[config.mk]
export PLATFORM = sky130hd
export DESIGN_NAME = frs_top
export DESIGN_NICKNAME = d
export VERILOG_FILES = /design/src/rtl/frs_pkg.sv /design/src/rtl/frs_clk_div.sv /design/src/rtl/frs_sync2.sv /design/src/rtl/frs_top.sv
export SDC_FILE = /design/constraint.sdc
export NUM_CORES = 1
export LEC_CHECK = 0
export ABC_CLOCK_PERIOD_IN_PS = 2550
export BUFFER_PORTS_ARGS = -buffer_cell sky130_fd_sc_hd__clkbuf_2
export CAP_MARGIN = 0
export CORE_ASPECT_RATIO = 1.75
export CORE_MARGIN = 4
export CORE_UTILIZATION = 31
export DETAILED_ROUTE_END_ITERATION = 7
export PLACE_DENSITY = 0.68
export SYNTH_ARGS = -nofsm -noshare
export SYNTH_HDL_FRONTEND = slang
export SYNTH_SLANG_ARGS = --single-unit
[constraint.sdc]
create_clock -name clk_sys_i -period 2.55 [get_ports clk_sys_i]
set_input_delay 0.1275 -clock clk_sys_i [delete_from_list [all_inputs] [get_ports clk_sys_i]]
set_output_delay 0.1275 -clock clk_sys_i [all_outputs]
set_load 0.02 [all_outputs]
[src/rtl/frs_pkg.sv]
/*
  shared constants and types of the reset sequencer: register map, field
  positions, reset values, clock-rate options, algorithm reset states.
  assumes a 32-bit classic Wishbone register bus and one system clock.
*/
package frs_pkg;

  // core and algorithm clock rates in MHz
  localparam int unsigned CORE_CLK_MHZ = 200;
  localparam int unsigned ALG_MHZ_200 = 200;
  localparam int unsigned ALG_MHZ_100 = 100;
  localparam int unsigned ALG_MHZ_66 = 66;
  localparam int unsigned ALG_MHZ_50 = 50;

  // one-hot rate selection, exactly one bit may be set
  localparam logic [3:0] ALG_SEL_200 = 4'h1;
  localparam logic [3:0] ALG_SEL_100 = 4'h2;
  localparam logic [3:0] ALG_SEL_66 = 4'h4;
  localparam logic [3:0] ALG_SEL_50 = 4'h8;
  localparam logic [3:0] ALG_SEL_DEF = ALG_SEL_200;

  // algorithm reset pulse length in algorithm clock cycles
  localparam int unsigned ALG_RST_CYCLES = 4;

  // memory banks and default port enables (bank0 read, bank1 write)
  localparam int unsigned NUM_BANKS = 2;
  localparam logic [NUM_BANKS-1:0] RD_EN_DEF = 2'h1;
  localparam logic [NUM_BANKS-1:0] WR_EN_DEF = 2'h2;
  localparam int unsigned NUM_CLKMGR = 2;

  // register map, byte addresses
  localparam int unsigned ADDR_W = 4;
  localparam logic [ADDR_W-1:0] REG_CTRL = 4'h0;
  localparam logic [ADDR_W-1:0] REG_STATUS = 4'h4;
  localparam logic [ADDR_W-1:0] REG_CONFIG = 4'h8;

  // field positions
  localparam int unsigned CTRL_GO_BIT = 0;
  localparam int unsigned ST_CORE_RST_BIT = 0;
  localparam int unsigned ST_ALG_RST_BIT = 1;
  localparam int unsigned ST_CLK_EN_BIT = 2;
  localparam int unsigned ST_STARTED_BIT = 3;
  localparam int unsigned ST_LOCKED_BIT = 4;
  localparam int unsigned ST_CFG_ERR_BIT = 5;
  localparam int unsigned ST_STATE_LSB = 8;
  localparam int unsigned CFG_RATE_LSB = 0;
  localparam int unsigned CFG_RD_EN_LSB = 8;
  localparam int unsigned CFG_WR_EN_LSB = 16;

  // reset values
  localparam logic [1:0] CORE_RST_PIPE_RST = 2'h3;
  localparam logic [2:0] PULSE_CNT_RST = 3'h0;
  localparam logic [31:0] WB_DAT_RST = 32'h0000_0000;

  typedef enum logic [1:0] {
    FRS_HOLD = 2'b00,
    FRS_PULSE = 2'b01,
    FRS_RUN = 2'b10,
    FRS_IDLE = 2'b11
  } frs_alg_state_e;

  // read and write requests of the algorithm, one bit per bank
  typedef struct packed {
    logic [NUM_BANKS-1:0] rd;
    logic [NUM_BANKS-1:0] wr;
  } frs_mem_req_s;

  // core cycles per algorithm cycle; an invalid selection falls back to 1
  function automatic logic [2:0] frs_ratio(input logic [3:0] sel);
    logic [2:0] r;
    r = 3'h1;
    case (sel)
      ALG_SEL_100: r = 3'(CORE_CLK_MHZ / ALG_MHZ_100);
      ALG_SEL_66: r = 3'(CORE_CLK_MHZ / ALG_MHZ_66);
      ALG_SEL_50: r = 3'(CORE_CLK_MHZ / ALG_MHZ_50);
      default: r = 3'(CORE_CLK_MHZ / ALG_MHZ_200);
    endcase
    return r;
  endfunction : frs_ratio

endpackage : frs_pkg

[src/rtl/frs_clk_div.sv]
/*
  divider giving a one-cycle tick per algorithm clock cycle.
  assumes ratio_i stays constant outside reset; ratio 1 ticks every cycle.
*/
`timescale 1ns/100ps
`default_nettype none
module frs_clk_div (
  input wire logic clk_i,
  input wire logic rst_i,
  input wire logic [2:0] ratio_i,
  output logic tick_o
);
  logic [2:0] cnt_q;
  logic [2:0] cnt_d;
  logic tick_q;
  logic tick_d;

  // tick lands on the same core edge as each algorithm rising edge
  always_comb begin
    tick_d = (cnt_q == ratio_i - 3'h1);
    cnt_d = tick_d ? 3'h0 : cnt_q + 3'h1;
  end

  always_ff @(posedge clk_i) begin
    if (rst_i) begin
      cnt_q <= 3'h0;
      tick_q <= 1'b0;
    end else begin
      cnt_q <= cnt_d;
      tick_q <= tick_d;
    end
  end

  assign tick_o = tick_q;
endmodule : frs_clk_div
`default_nettype wire

[src/rtl/frs_sync2.sv]
/*
  two-flop level synchroniser, any width, with a defined reset value.
  assumes inputs are quasi-static levels from outside the clock domain.
*/
`timescale 1ns/100ps
`default_nettype none
module frs_sync2 #(
  parameter int unsigned W = 1,
  parameter logic [W-1:0] RST_VAL = '0
) (
  input wire logic clk_i,
  input wire logic rst_i,
  input wire logic [W-1:0] d_i,
  output logic [W-1:0] q_o
);
  logic [W-1:0] meta_q;
  logic [W-1:0] sync_q;

  // first stage feeds only the second stage
  always_ff @(posedge clk_i) begin
    if (rst_i) begin
      meta_q <= RST_VAL;
      sync_q <= RST_VAL;
    end else begin
      meta_q <= d_i;
      sync_q <= meta_q;
    end
  end

  assign q_o = sync_q;
endmodule : frs_sync2
`default_nettype wire

[src/rtl/frs_top.sv]
/*
  reset sequencer: clock manager reset, full-chip and core reset, and the
  algorithm reset with its start pulse, clock gate and memory port gating.
  assumes a classic Wishbone master, lock pins and the chip reset pin
  asynchronous to clk_sys_i, and algorithm logic on clk_sys_i qualified
  by alg_tick_o.
*/
// Chosen here: the Wishbone register port and the register offsets.
`timescale 1ns/100ps
`default_nettype none
module frs_top
  import frs_pkg::*;
#(
  parameter logic [3:0] ALG_RATE_SEL = ALG_SEL_DEF,
  parameter logic [NUM_BANKS-1:0] RD_PORT_EN = RD_EN_DEF,
  parameter logic [NUM_BANKS-1:0] WR_PORT_EN = WR_EN_DEF
) (
  input wire logic clk_sys_i,
  input wire logic sys_rst_i,
  input wire logic chip_reset_input_i,
  input wire logic [NUM_CLKMGR-1:0] clock_manager_locked_i,
  input wire logic wb_cyc_i,
  input wire logic wb_stb_i,
  input wire logic wb_we_i,
  input wire logic [ADDR_W-1:0] wb_adr_i,
  input wire logic [3:0] wb_sel_i,
  input wire logic [31:0] wb_dat_i,
  output logic [31:0] wb_dat_o,
  output logic wb_ack_o,
  input wire logic alg_done_i,
  input wire frs_mem_req_s alg_mem_req_i,
  output frs_mem_req_s mem_req_o,
  output logic clock_manager_rst_o,
  output logic core_rst_o,
  output logic alg_rst_o,
  output logic alg_clk_en_o,
  output logic alg_tick_o
);

  // build-time configuration checks
  localparam logic CFG_ERR = !(ALG_RATE_SEL inside {ALG_SEL_200, ALG_SEL_100,
                                                    ALG_SEL_66, ALG_SEL_50});
  localparam logic [2:0] ALG_RATIO = frs_ratio(ALG_RATE_SEL);
  localparam logic [2:0] PULSE_LAST = 3'(ALG_RST_CYCLES - 1);
  localparam int PULSE_LAST_I = ALG_RST_CYCLES - 1;

  // clock manager reset: async set straight from the pin, no sync allowed
  // here since the clock managers may have no running clock to sample it
  logic clkmgr_rst_q;
  always_ff @(posedge clk_sys_i or posedge chip_reset_input_i) begin
    if (chip_reset_input_i) begin
      clkmgr_rst_q <= 1'b1;
    end else begin
      clkmgr_rst_q <= 1'b0;
    end
  end
  assign clock_manager_rst_o = clkmgr_rst_q;

  // pins into the clock domain: reset pin and lock indications
  logic [NUM_CLKMGR:0] pins_sync;
  logic chip_rst_sync;
  logic [NUM_CLKMGR-1:0] locked_sync;
  frs_sync2 #(
    .W(NUM_CLKMGR + 1),
    .RST_VAL({1'b1, {NUM_CLKMGR{1'b0}}})
  ) u_pin_sync (
    .clk_i(clk_sys_i),
    .rst_i(sys_rst_i),
    .d_i({chip_reset_input_i, clock_manager_locked_i}),
    .q_o(pins_sync)
  );
  assign chip_rst_sync = pins_sync[NUM_CLKMGR];
  assign locked_sync = pins_sync[NUM_CLKMGR-1:0];

  // full-chip reset and its two-stage release into the core domain
  logic full_rst_q;
  logic full_rst_d;
  logic [1:0] core_pipe_q;
  logic [1:0] core_pipe_d;
  always_comb begin
    full_rst_d = chip_rst_sync | ~(&locked_sync);
    core_pipe_d = full_rst_q ? CORE_RST_PIPE_RST : {core_pipe_q[0], 1'b0};
  end

  always_ff @(posedge clk_sys_i) begin
    if (sys_rst_i) begin
      full_rst_q <= 1'b1;
      core_pipe_q <= CORE_RST_PIPE_RST;
    end else begin
      full_rst_q <= full_rst_d;
      core_pipe_q <= core_pipe_d;
    end
  end
  assign core_rst_o = core_pipe_q[1];

  // algorithm clock tick, edge aligned with the core clock
  logic alg_tick;
  frs_clk_div u_alg_div (
    .clk_i(clk_sys_i),
    .rst_i(core_rst_o),
    .ratio_i(ALG_RATIO),
    .tick_o(alg_tick)
  );
  assign alg_tick_o = alg_tick;

  // wishbone slave: one wait state, unmapped reads zero, writes dropped
  logic ack_q;
  logic ack_d;
  logic [31:0] rdat_q;
  logic [31:0] rdat_d;
  logic go_wr;
  logic [31:0] status_w;
  logic [31:0] config_w;
  frs_alg_state_e state_q;
  frs_alg_state_e state_d;
  logic started_q;
  logic started_d;
  logic alg_rst_q;
  logic alg_rst_d;
  logic clk_en_q;
  logic clk_en_d;

  always_comb begin
    status_w = 32'h0000_0000;
    status_w[ST_CORE_RST_BIT] = core_rst_o;
    status_w[ST_ALG_RST_BIT] = alg_rst_q;
    status_w[ST_CLK_EN_BIT] = clk_en_q;
    status_w[ST_STARTED_BIT] = started_q;
    status_w[ST_LOCKED_BIT] = &locked_sync;
    status_w[ST_CFG_ERR_BIT] = CFG_ERR;
    status_w[ST_STATE_LSB +: 2] = state_q;
    config_w = 32'h0000_0000;
    config_w[CFG_RATE_LSB +: 4] = ALG_RATE_SEL;
    config_w[CFG_RD_EN_LSB +: NUM_BANKS] = RD_PORT_EN;
    config_w[CFG_WR_EN_LSB +: NUM_BANKS] = WR_PORT_EN;
  end

  always_comb begin
    ack_d = wb_cyc_i & wb_stb_i & ~ack_q;
    rdat_d = WB_DAT_RST;
    if (ack_d && !wb_we_i) begin
      case (wb_adr_i)
        REG_STATUS: rdat_d = status_w;
        REG_CONFIG: rdat_d = config_w;
        default: rdat_d = WB_DAT_RST; // control reads zero, go self clears
      endcase
    end
    go_wr = ack_d & wb_we_i & (wb_adr_i == REG_CTRL) & wb_sel_i[0]
            & wb_dat_i[CTRL_GO_BIT];
  end

  always_ff @(posedge clk_sys_i) begin
    if (sys_rst_i) begin
      ack_q <= 1'b0;
      rdat_q <= WB_DAT_RST;
    end else begin
      ack_q <= ack_d;
      rdat_q <= rdat_d;
    end
  end
  assign wb_ack_o = ack_q;
  assign wb_dat_o = rdat_q;

  // pending go: a write landing on the take cycle is kept for later
  logic go_pend_q;
  logic go_pend_d;
  logic go_take;
  always_comb begin
    go_take = alg_tick & go_pend_q & (state_q != FRS_PULSE);
    go_pend_d = go_wr | (go_pend_q & ~go_take);
  end

  // algorithm reset sequencer; moves only on algorithm clock edges
  logic [2:0] pulse_cnt_q;
  logic [2:0] pulse_cnt_d;
  always_comb begin
    state_d = state_q;
    pulse_cnt_d = pulse_cnt_q;
    started_d = started_q | go_take;
    if (alg_tick) begin
      case (state_q)
        FRS_HOLD, FRS_IDLE: begin
          if (go_pend_q) begin
            state_d = FRS_PULSE;
            pulse_cnt_d = PULSE_CNT_RST;
          end
        end
        FRS_PULSE: begin
          pulse_cnt_d = pulse_cnt_q + 3'h1;
          if (pulse_cnt_q == PULSE_LAST) begin
            state_d = FRS_RUN;
          end
        end
        FRS_RUN: begin
          if (go_pend_q) begin
            state_d = FRS_PULSE; // restart
            pulse_cnt_d = PULSE_CNT_RST;
          end else if (alg_done_i) begin
            state_d = FRS_IDLE; // reset stays off for debug
          end
        end
        default: state_d = FRS_HOLD;
      endcase
    end
    alg_rst_d = (state_d == FRS_HOLD) | (state_d == FRS_PULSE);
    clk_en_d = (state_d == FRS_PULSE) | (state_d == FRS_RUN);
  end

  // core reset forces the hold state until software starts the algorithm
  always_ff @(posedge clk_sys_i) begin
    if (core_rst_o) begin
      state_q <= FRS_HOLD;
      pulse_cnt_q <= PULSE_CNT_RST;
      started_q <= 1'b0;
      go_pend_q <= 1'b0;
      alg_rst_q <= 1'b1;
      clk_en_q <= 1'b0;
    end else begin
      state_q <= state_d;
      pulse_cnt_q <= pulse_cnt_d;
      started_q <= started_d;
      go_pend_q <= go_pend_d;
      alg_rst_q <= alg_rst_d;
      clk_en_q <= clk_en_d;
    end
  end
  assign alg_rst_o = alg_rst_q;
  assign alg_clk_en_o = clk_en_q;

  // memory port gating: disabled ports never reach the banks; sharing with
  // the DMA engines stays the algorithm's job
  frs_mem_req_s mem_q;
  frs_mem_req_s mem_d;
  always_comb begin
    mem_d.rd = alg_mem_req_i.rd & RD_PORT_EN & {NUM_BANKS{~alg_rst_q}};
    mem_d.wr = alg_mem_req_i.wr & WR_PORT_EN & {NUM_BANKS{~alg_rst_q}};
  end
  always_ff @(posedge clk_sys_i) begin
    if (core_rst_o) begin
      mem_q <= '0;
    end else begin
      mem_q <= mem_d;
    end
  end
  assign mem_req_o = mem_q;

  // helper: algorithm ticks counted while the reset pulse runs
  logic [2:0] hlp_ticks_q;
  always_ff @(posedge clk_sys_i) begin
    if (core_rst_o || state_q != FRS_PULSE) begin
      hlp_ticks_q <= 3'h0;
    end else if (alg_tick) begin
      hlp_ticks_q <= hlp_ticks_q + 3'h1;
    end
  end

  chk_clkmgr_rst_pin: assert property (
    @(posedge clk_sys_i) chip_reset_input_i |-> clock_manager_rst_o)
    else $error("clock manager reset not set by chip reset");

  chk_full_rst_cause: assert property (
    @(posedge clk_sys_i) disable iff (sys_rst_i)
    (chip_rst_sync || !(&locked_sync)) |=> ##1 core_rst_o)
    else $error("core reset missing after chip reset or lock loss");

  chk_core_rst_hold: assert property (
    @(posedge clk_sys_i) disable iff (sys_rst_i)
    $fell(full_rst_q) |-> core_rst_o [*2] ##1 !core_rst_o)
    else $error("core reset release not two cycles after full reset");

  chk_alg_rst_after: assert property (
    @(posedge clk_sys_i) disable iff (sys_rst_i)
    $fell(core_rst_o) |-> alg_rst_o && state_q == FRS_HOLD)
    else $error("algorithm reset released with core reset");

  chk_alg_rst_edges: assert property (
    @(posedge clk_sys_i) disable iff (sys_rst_i || core_rst_o)
    $changed(alg_rst_o) && !$past(core_rst_o) |-> $past(alg_tick))
    else $error("algorithm reset changed off an algorithm edge");

  chk_pulse_length: assert property (
    @(posedge clk_sys_i) disable iff (sys_rst_i || core_rst_o)
    $fell(alg_rst_o) |-> $past(hlp_ticks_q) == PULSE_LAST_I)
    else $error("algorithm reset pulse not four algorithm cycles");

  chk_go_starts: assert property (
    @(posedge clk_sys_i) disable iff (sys_rst_i || core_rst_o)
    go_take |=> alg_rst_o && state_q == FRS_PULSE && started_q)
    else $error("go did not start the reset pulse");

  chk_idle_released: assert property (
    @(posedge clk_sys_i) disable iff (sys_rst_i || core_rst_o)
    state_q == FRS_IDLE |-> !alg_rst_o && !alg_clk_en_o)
    else $error("idle algorithm in reset or clocked");

  chk_clk_gate: assert property (
    @(posedge clk_sys_i) disable iff (sys_rst_i || core_rst_o)
    alg_clk_en_o |-> state_q inside {FRS_PULSE, FRS_RUN})
    else $error("algorithm clock enabled while inactive");

  chk_port_gate: assert property (
    @(posedge clk_sys_i) disable iff (sys_rst_i)
    ((mem_req_o.rd & ~RD_PORT_EN) == '0) && ((mem_req_o.wr & ~WR_PORT_EN) == '0))
    else $error("disabled memory port used");

  chk_wb_ack: assert property (
    @(posedge clk_sys_i) disable iff (sys_rst_i)
    wb_cyc_i && wb_stb_i && !wb_ack_o |=> wb_ack_o ##1 !wb_ack_o)
    else $error("wishbone ack not one cycle after request");

endmodule : frs_top
`default_nettype wire

==> metrics.md <==
| Metric | Value |
|---|---|
| Power per standard cell area | a little under 600 mW/mm2 |
| Die Y | around 100 um |
| P_sw | 234.2 uW |
| 1st-iter DRT viols | 13 |
| Largest net degree at the start of global routing | 16 |
| Skew-Pair Late Insertion Delay | slightly below 0.3 ns |
| P_leak | about 0.75 nW |
| Worst EP required | 2.72 ns |
| Status | complete, no violations |
| Clock Path Buffers | 2 |
| First-pass GRT wire length | between 3000 and 4000 um |
| Detailed Routing Iterations Pass 1 | 4 |
| CTS tree | built |
| Chip width | 60.13 um |
| Slew HR | 64.86% |
| Final Max Slew Viols | 0 |
| Layout Nets | approximately 250 |
| Seq/Total Area, Yosys | between 40% and 50% |
| Clock share of power | between 30 and 40% |
| Layout fillers | 496 |
| Setup TNS Final | 0 ns |
| Arr. time, crit path | between 2 and 2.5 ns |
| CORE AREA | ~0.0047 mm2 |
| N_diodes | 0 |
| RSZ-0062 raised after global routing | false |
| Min cycle time layout | roughly 2.1 ns |
| Sequential cell area | 686.9 um2 |
| Yosys top cell area share | between 40% and 50% |
| Critical path class | reg -> reg |
| Area post-placement | 0.001585 mm2 |
| Final setup violating endpoints | 0 |
| Initial antenna violation count | 0 |
| Reg power frac | 53.8% |
| GRT Total Usage | 8.944% |
| Worst VDD drop | a little over 400 uV |
| Syn_area_per_cell | 9.633 um2 |
| Max-Cap Viols | 0 |
| Cell taking the most area after synthesis | dfxtp_1 |
| Fin area | roughly 0.0017 mm2 |
| Post-Route WL | 2598 um |
| Starting density of the core | between 30% and 40% |
| Worst Setup Start Kind | register |
| Clk root buf | clkbuf_8 |
| Final clock skew | around 0.0054 ns |
| Ys async rst share | under 10% |
| Comb power frac | under 10% |
| Routed len/inst | ~11 um |
| Layout cells sized above 1 | 23.16% |
| Synth top area cells | dfxtp_1 45%, buf_4 14%, ha_1 6.8%, nor2b_1 3.4%, a21oi_1 2.4% |
| Post-DRT Antenna Nets | 0 |
| Row cnt | 33 |
| Slew of the pin with the lowest slew margin | between 0.5 and 0.6 ns |
| Unique masters post-synth | 36 |
| Count of final hold-check violations | 0 |
| DRC | 0 |
| EDFF count, synth | 0 |
| Yosys Warn Count | 0 |
| Max H-tree Level | 2 |
| Post-synthesis cell count | 153 |
| Area grow syn2layout | 14.09% |
| Placed insts | about 230 |
| Io pins | 95 |
| CTS sink cnt | 34 |
| Post-CTS sizing | 0 |
| Fin util | ~36% |
| Hold Crit Class | in -> reg |
| Overflow left after global routing | 0 |
| Die area | approximately 0.006 mm2 |
| Primary FF master, synth | dfxtp_1 |
| DP HPWL | 1984 um |
| Fin cells | 242 |
| Worst-path clk slew | 0.06 ns |
| Area of the multi-input gates | 643.1 um2 |
| Synth Register Bits | 34 |
| Routability congestion estimate from global placement | 0.7467 |
| Vias in the first global route | 911 |
| CTS buffer count | 5 |
| Switching share of total power | about a quarter |
| Final Cycle Share | a little over four fifths |
| Pint | around 770 uW |
| Maximum clock rate | 469.7 MHz |
| Crit-path max FO | 6 |
| PortBufs | 32 |
| DR vias/cell | roughly 4.5 |
| Mapped Area | 0.001474 mm2 |
| CP endpoint kind | register |
| Vias | about 1100 |
| Power consumption | about 1.0 mW |
-- cells by family after synthesis --
family,count (synthesis),synth area share [%]
simple gates,55,21.39
buf+inv,37,16.38
flops,34,46.60
compound gates,17,7.895
fa+ha+maj,8,6.791
mux,1,0.6791
other cells,1,0.2544
-- layout make-up --
cell class	count	area share (%)
Sequential cell	34	40.85
Clock buffer	7	5.134
Multi-Input combinational cell	108	38.24
Tap cell	52	3.869
Inverter	8	1.786
Timing Repair Buffer	33	10.12
-- critical path, stage by stage, from the launching register on --
cell and delay [ns]:
dfxtp_1 0.42, inv_1 0.07, ha_1 0.34, nor2_1 0.21
o211ai_1 0.20, a32o_1 0.26, ha_1 0.19, or3_1 0.33
-- flip-flops by register name (all words and copies together) (netlist names) --
signal               cells
wb_dat_o                 8
pulse_cnt_q              3
u_alg_div.cnt_q          3
u_pin_sync.meta_q        3
u_pin_sync.q_o           3
core_pipe_q              2
mem_req_o                2
state_q                  2
alg_clk_en_o             1
alg_rst_o                1
clock_manager_rst_o      1
full_rst_q               1
go_pend_q                1
started_q                1
u_alg_div.tick_o         1
wb_ack_o                 1
-- metrics by stage --
| stage | hold slack [ns] | setup WS, ns |
|---|---|---|
| floorplan | 0.01720 | 0.6600 |
| global placement | 0.1165 | 0.4471 |
| finish | 0.04513 | 0.4210 |
| global route | 0.05742 | 0.3044 |
| detailed placement | 0.1187 | 0.4402 |
| CTS | 0.03798 | 0.4288 |
-- layout by cell type (no fill, tap or decap), types with 3 or more instances in the layout --
master	Yosys	final
clkbuf_2	0	32
dfxtp_1	33	33
nand2_1	6	6
and2_1	5	5
ha_1	8	8
conb_1	1	27
a21oi_1	7	7
nand3_1	3	3
or2_2	3	3
nor3b_1	3	3
or3_1	3	3
nor2b_1	8	8
nand2b_1	3	3
nor2_1	9	9
inv_1	8	8
clkbuf_8	0	6
-- Yosys cell counts, types with 2 or more instances --
| cell | number |
|---|---|
| a21oi_1 | 7 |
| a32o_1 | 2 |
| a32oi_1 | 2 |
| and2_1 | 5 |
| buf_4 | 27 |
| dfxtp_1 | 33 |
| ha_1 | 8 |
| inv_1 | 8 |
| nand2_1 | 6 |
| nand2b_1 | 3 |
| nand3_1 | 3 |
| nand3b_1 | 2 |
| nor2_1 | 9 |
| nor2b_1 | 8 |
| nor3_1 | 2 |
| nor3b_1 | 3 |
| or2_1 | 2 |
| or2_2 | 3 |
| or3_1 | 3 |
-- repair_timing --
action / CTS / global route
hold buffers: 1 / 0
endpoints found under the hold margin: 1 / 0
buffers inserted: 0 / 0
-- metal layers --
| metal | up-vias | share of wire [%] | global-route usage, % |
|---|---|---|---|
| met5 | - | 0 | 0 |
| met4 | 0 | 2.3 | 5.119 |
| met3 | 6 | 12 | 4.286 |
| met2 | 62 | 47 | 14.50 |
| met1 | 483 | 38 | 9.025 |
| li1 | 529 | - | - |
-- power by group through the flow --
| stage | Sequential, mW | Clock [mW] | Combinational [mW] |
|---|---|---|---|
| floorplan | 0.553 | 0 | 0.0759 |
| detailed placement | 0.551 | 0 | 0.0642 |
| global placement | 0.551 | 0 | 0.0633 |
| global route | 0.540 | 0.429 | 0.0719 |
| CTS | 0.539 | 0.409 | 0.0654 |
| finish | 0.539 | 0.398 | 0.0661 |
-- final timing paths --
kind	startpoint	endpoint	slack, ns	depth (start not counted)
min	clock_manager_locked_i[1]	u_pin_sync.meta_q[1]	0.05	2
max in group asynchronous	chip_reset_input_i	clock_manager_rst_o	2.17	3
min reg2reg	u_pin_sync.meta_q[2]	u_pin_sync.q_o[2]	0.41	1
max reg2reg	state_q[0]	alg_rst_o	0.42	7
min in group asynchronous	chip_reset_input_i	clock_manager_rst_o	0.36	3
max	state_q[0]	alg_rst_o	0.42	7
(Power assumes the default switching activity.)
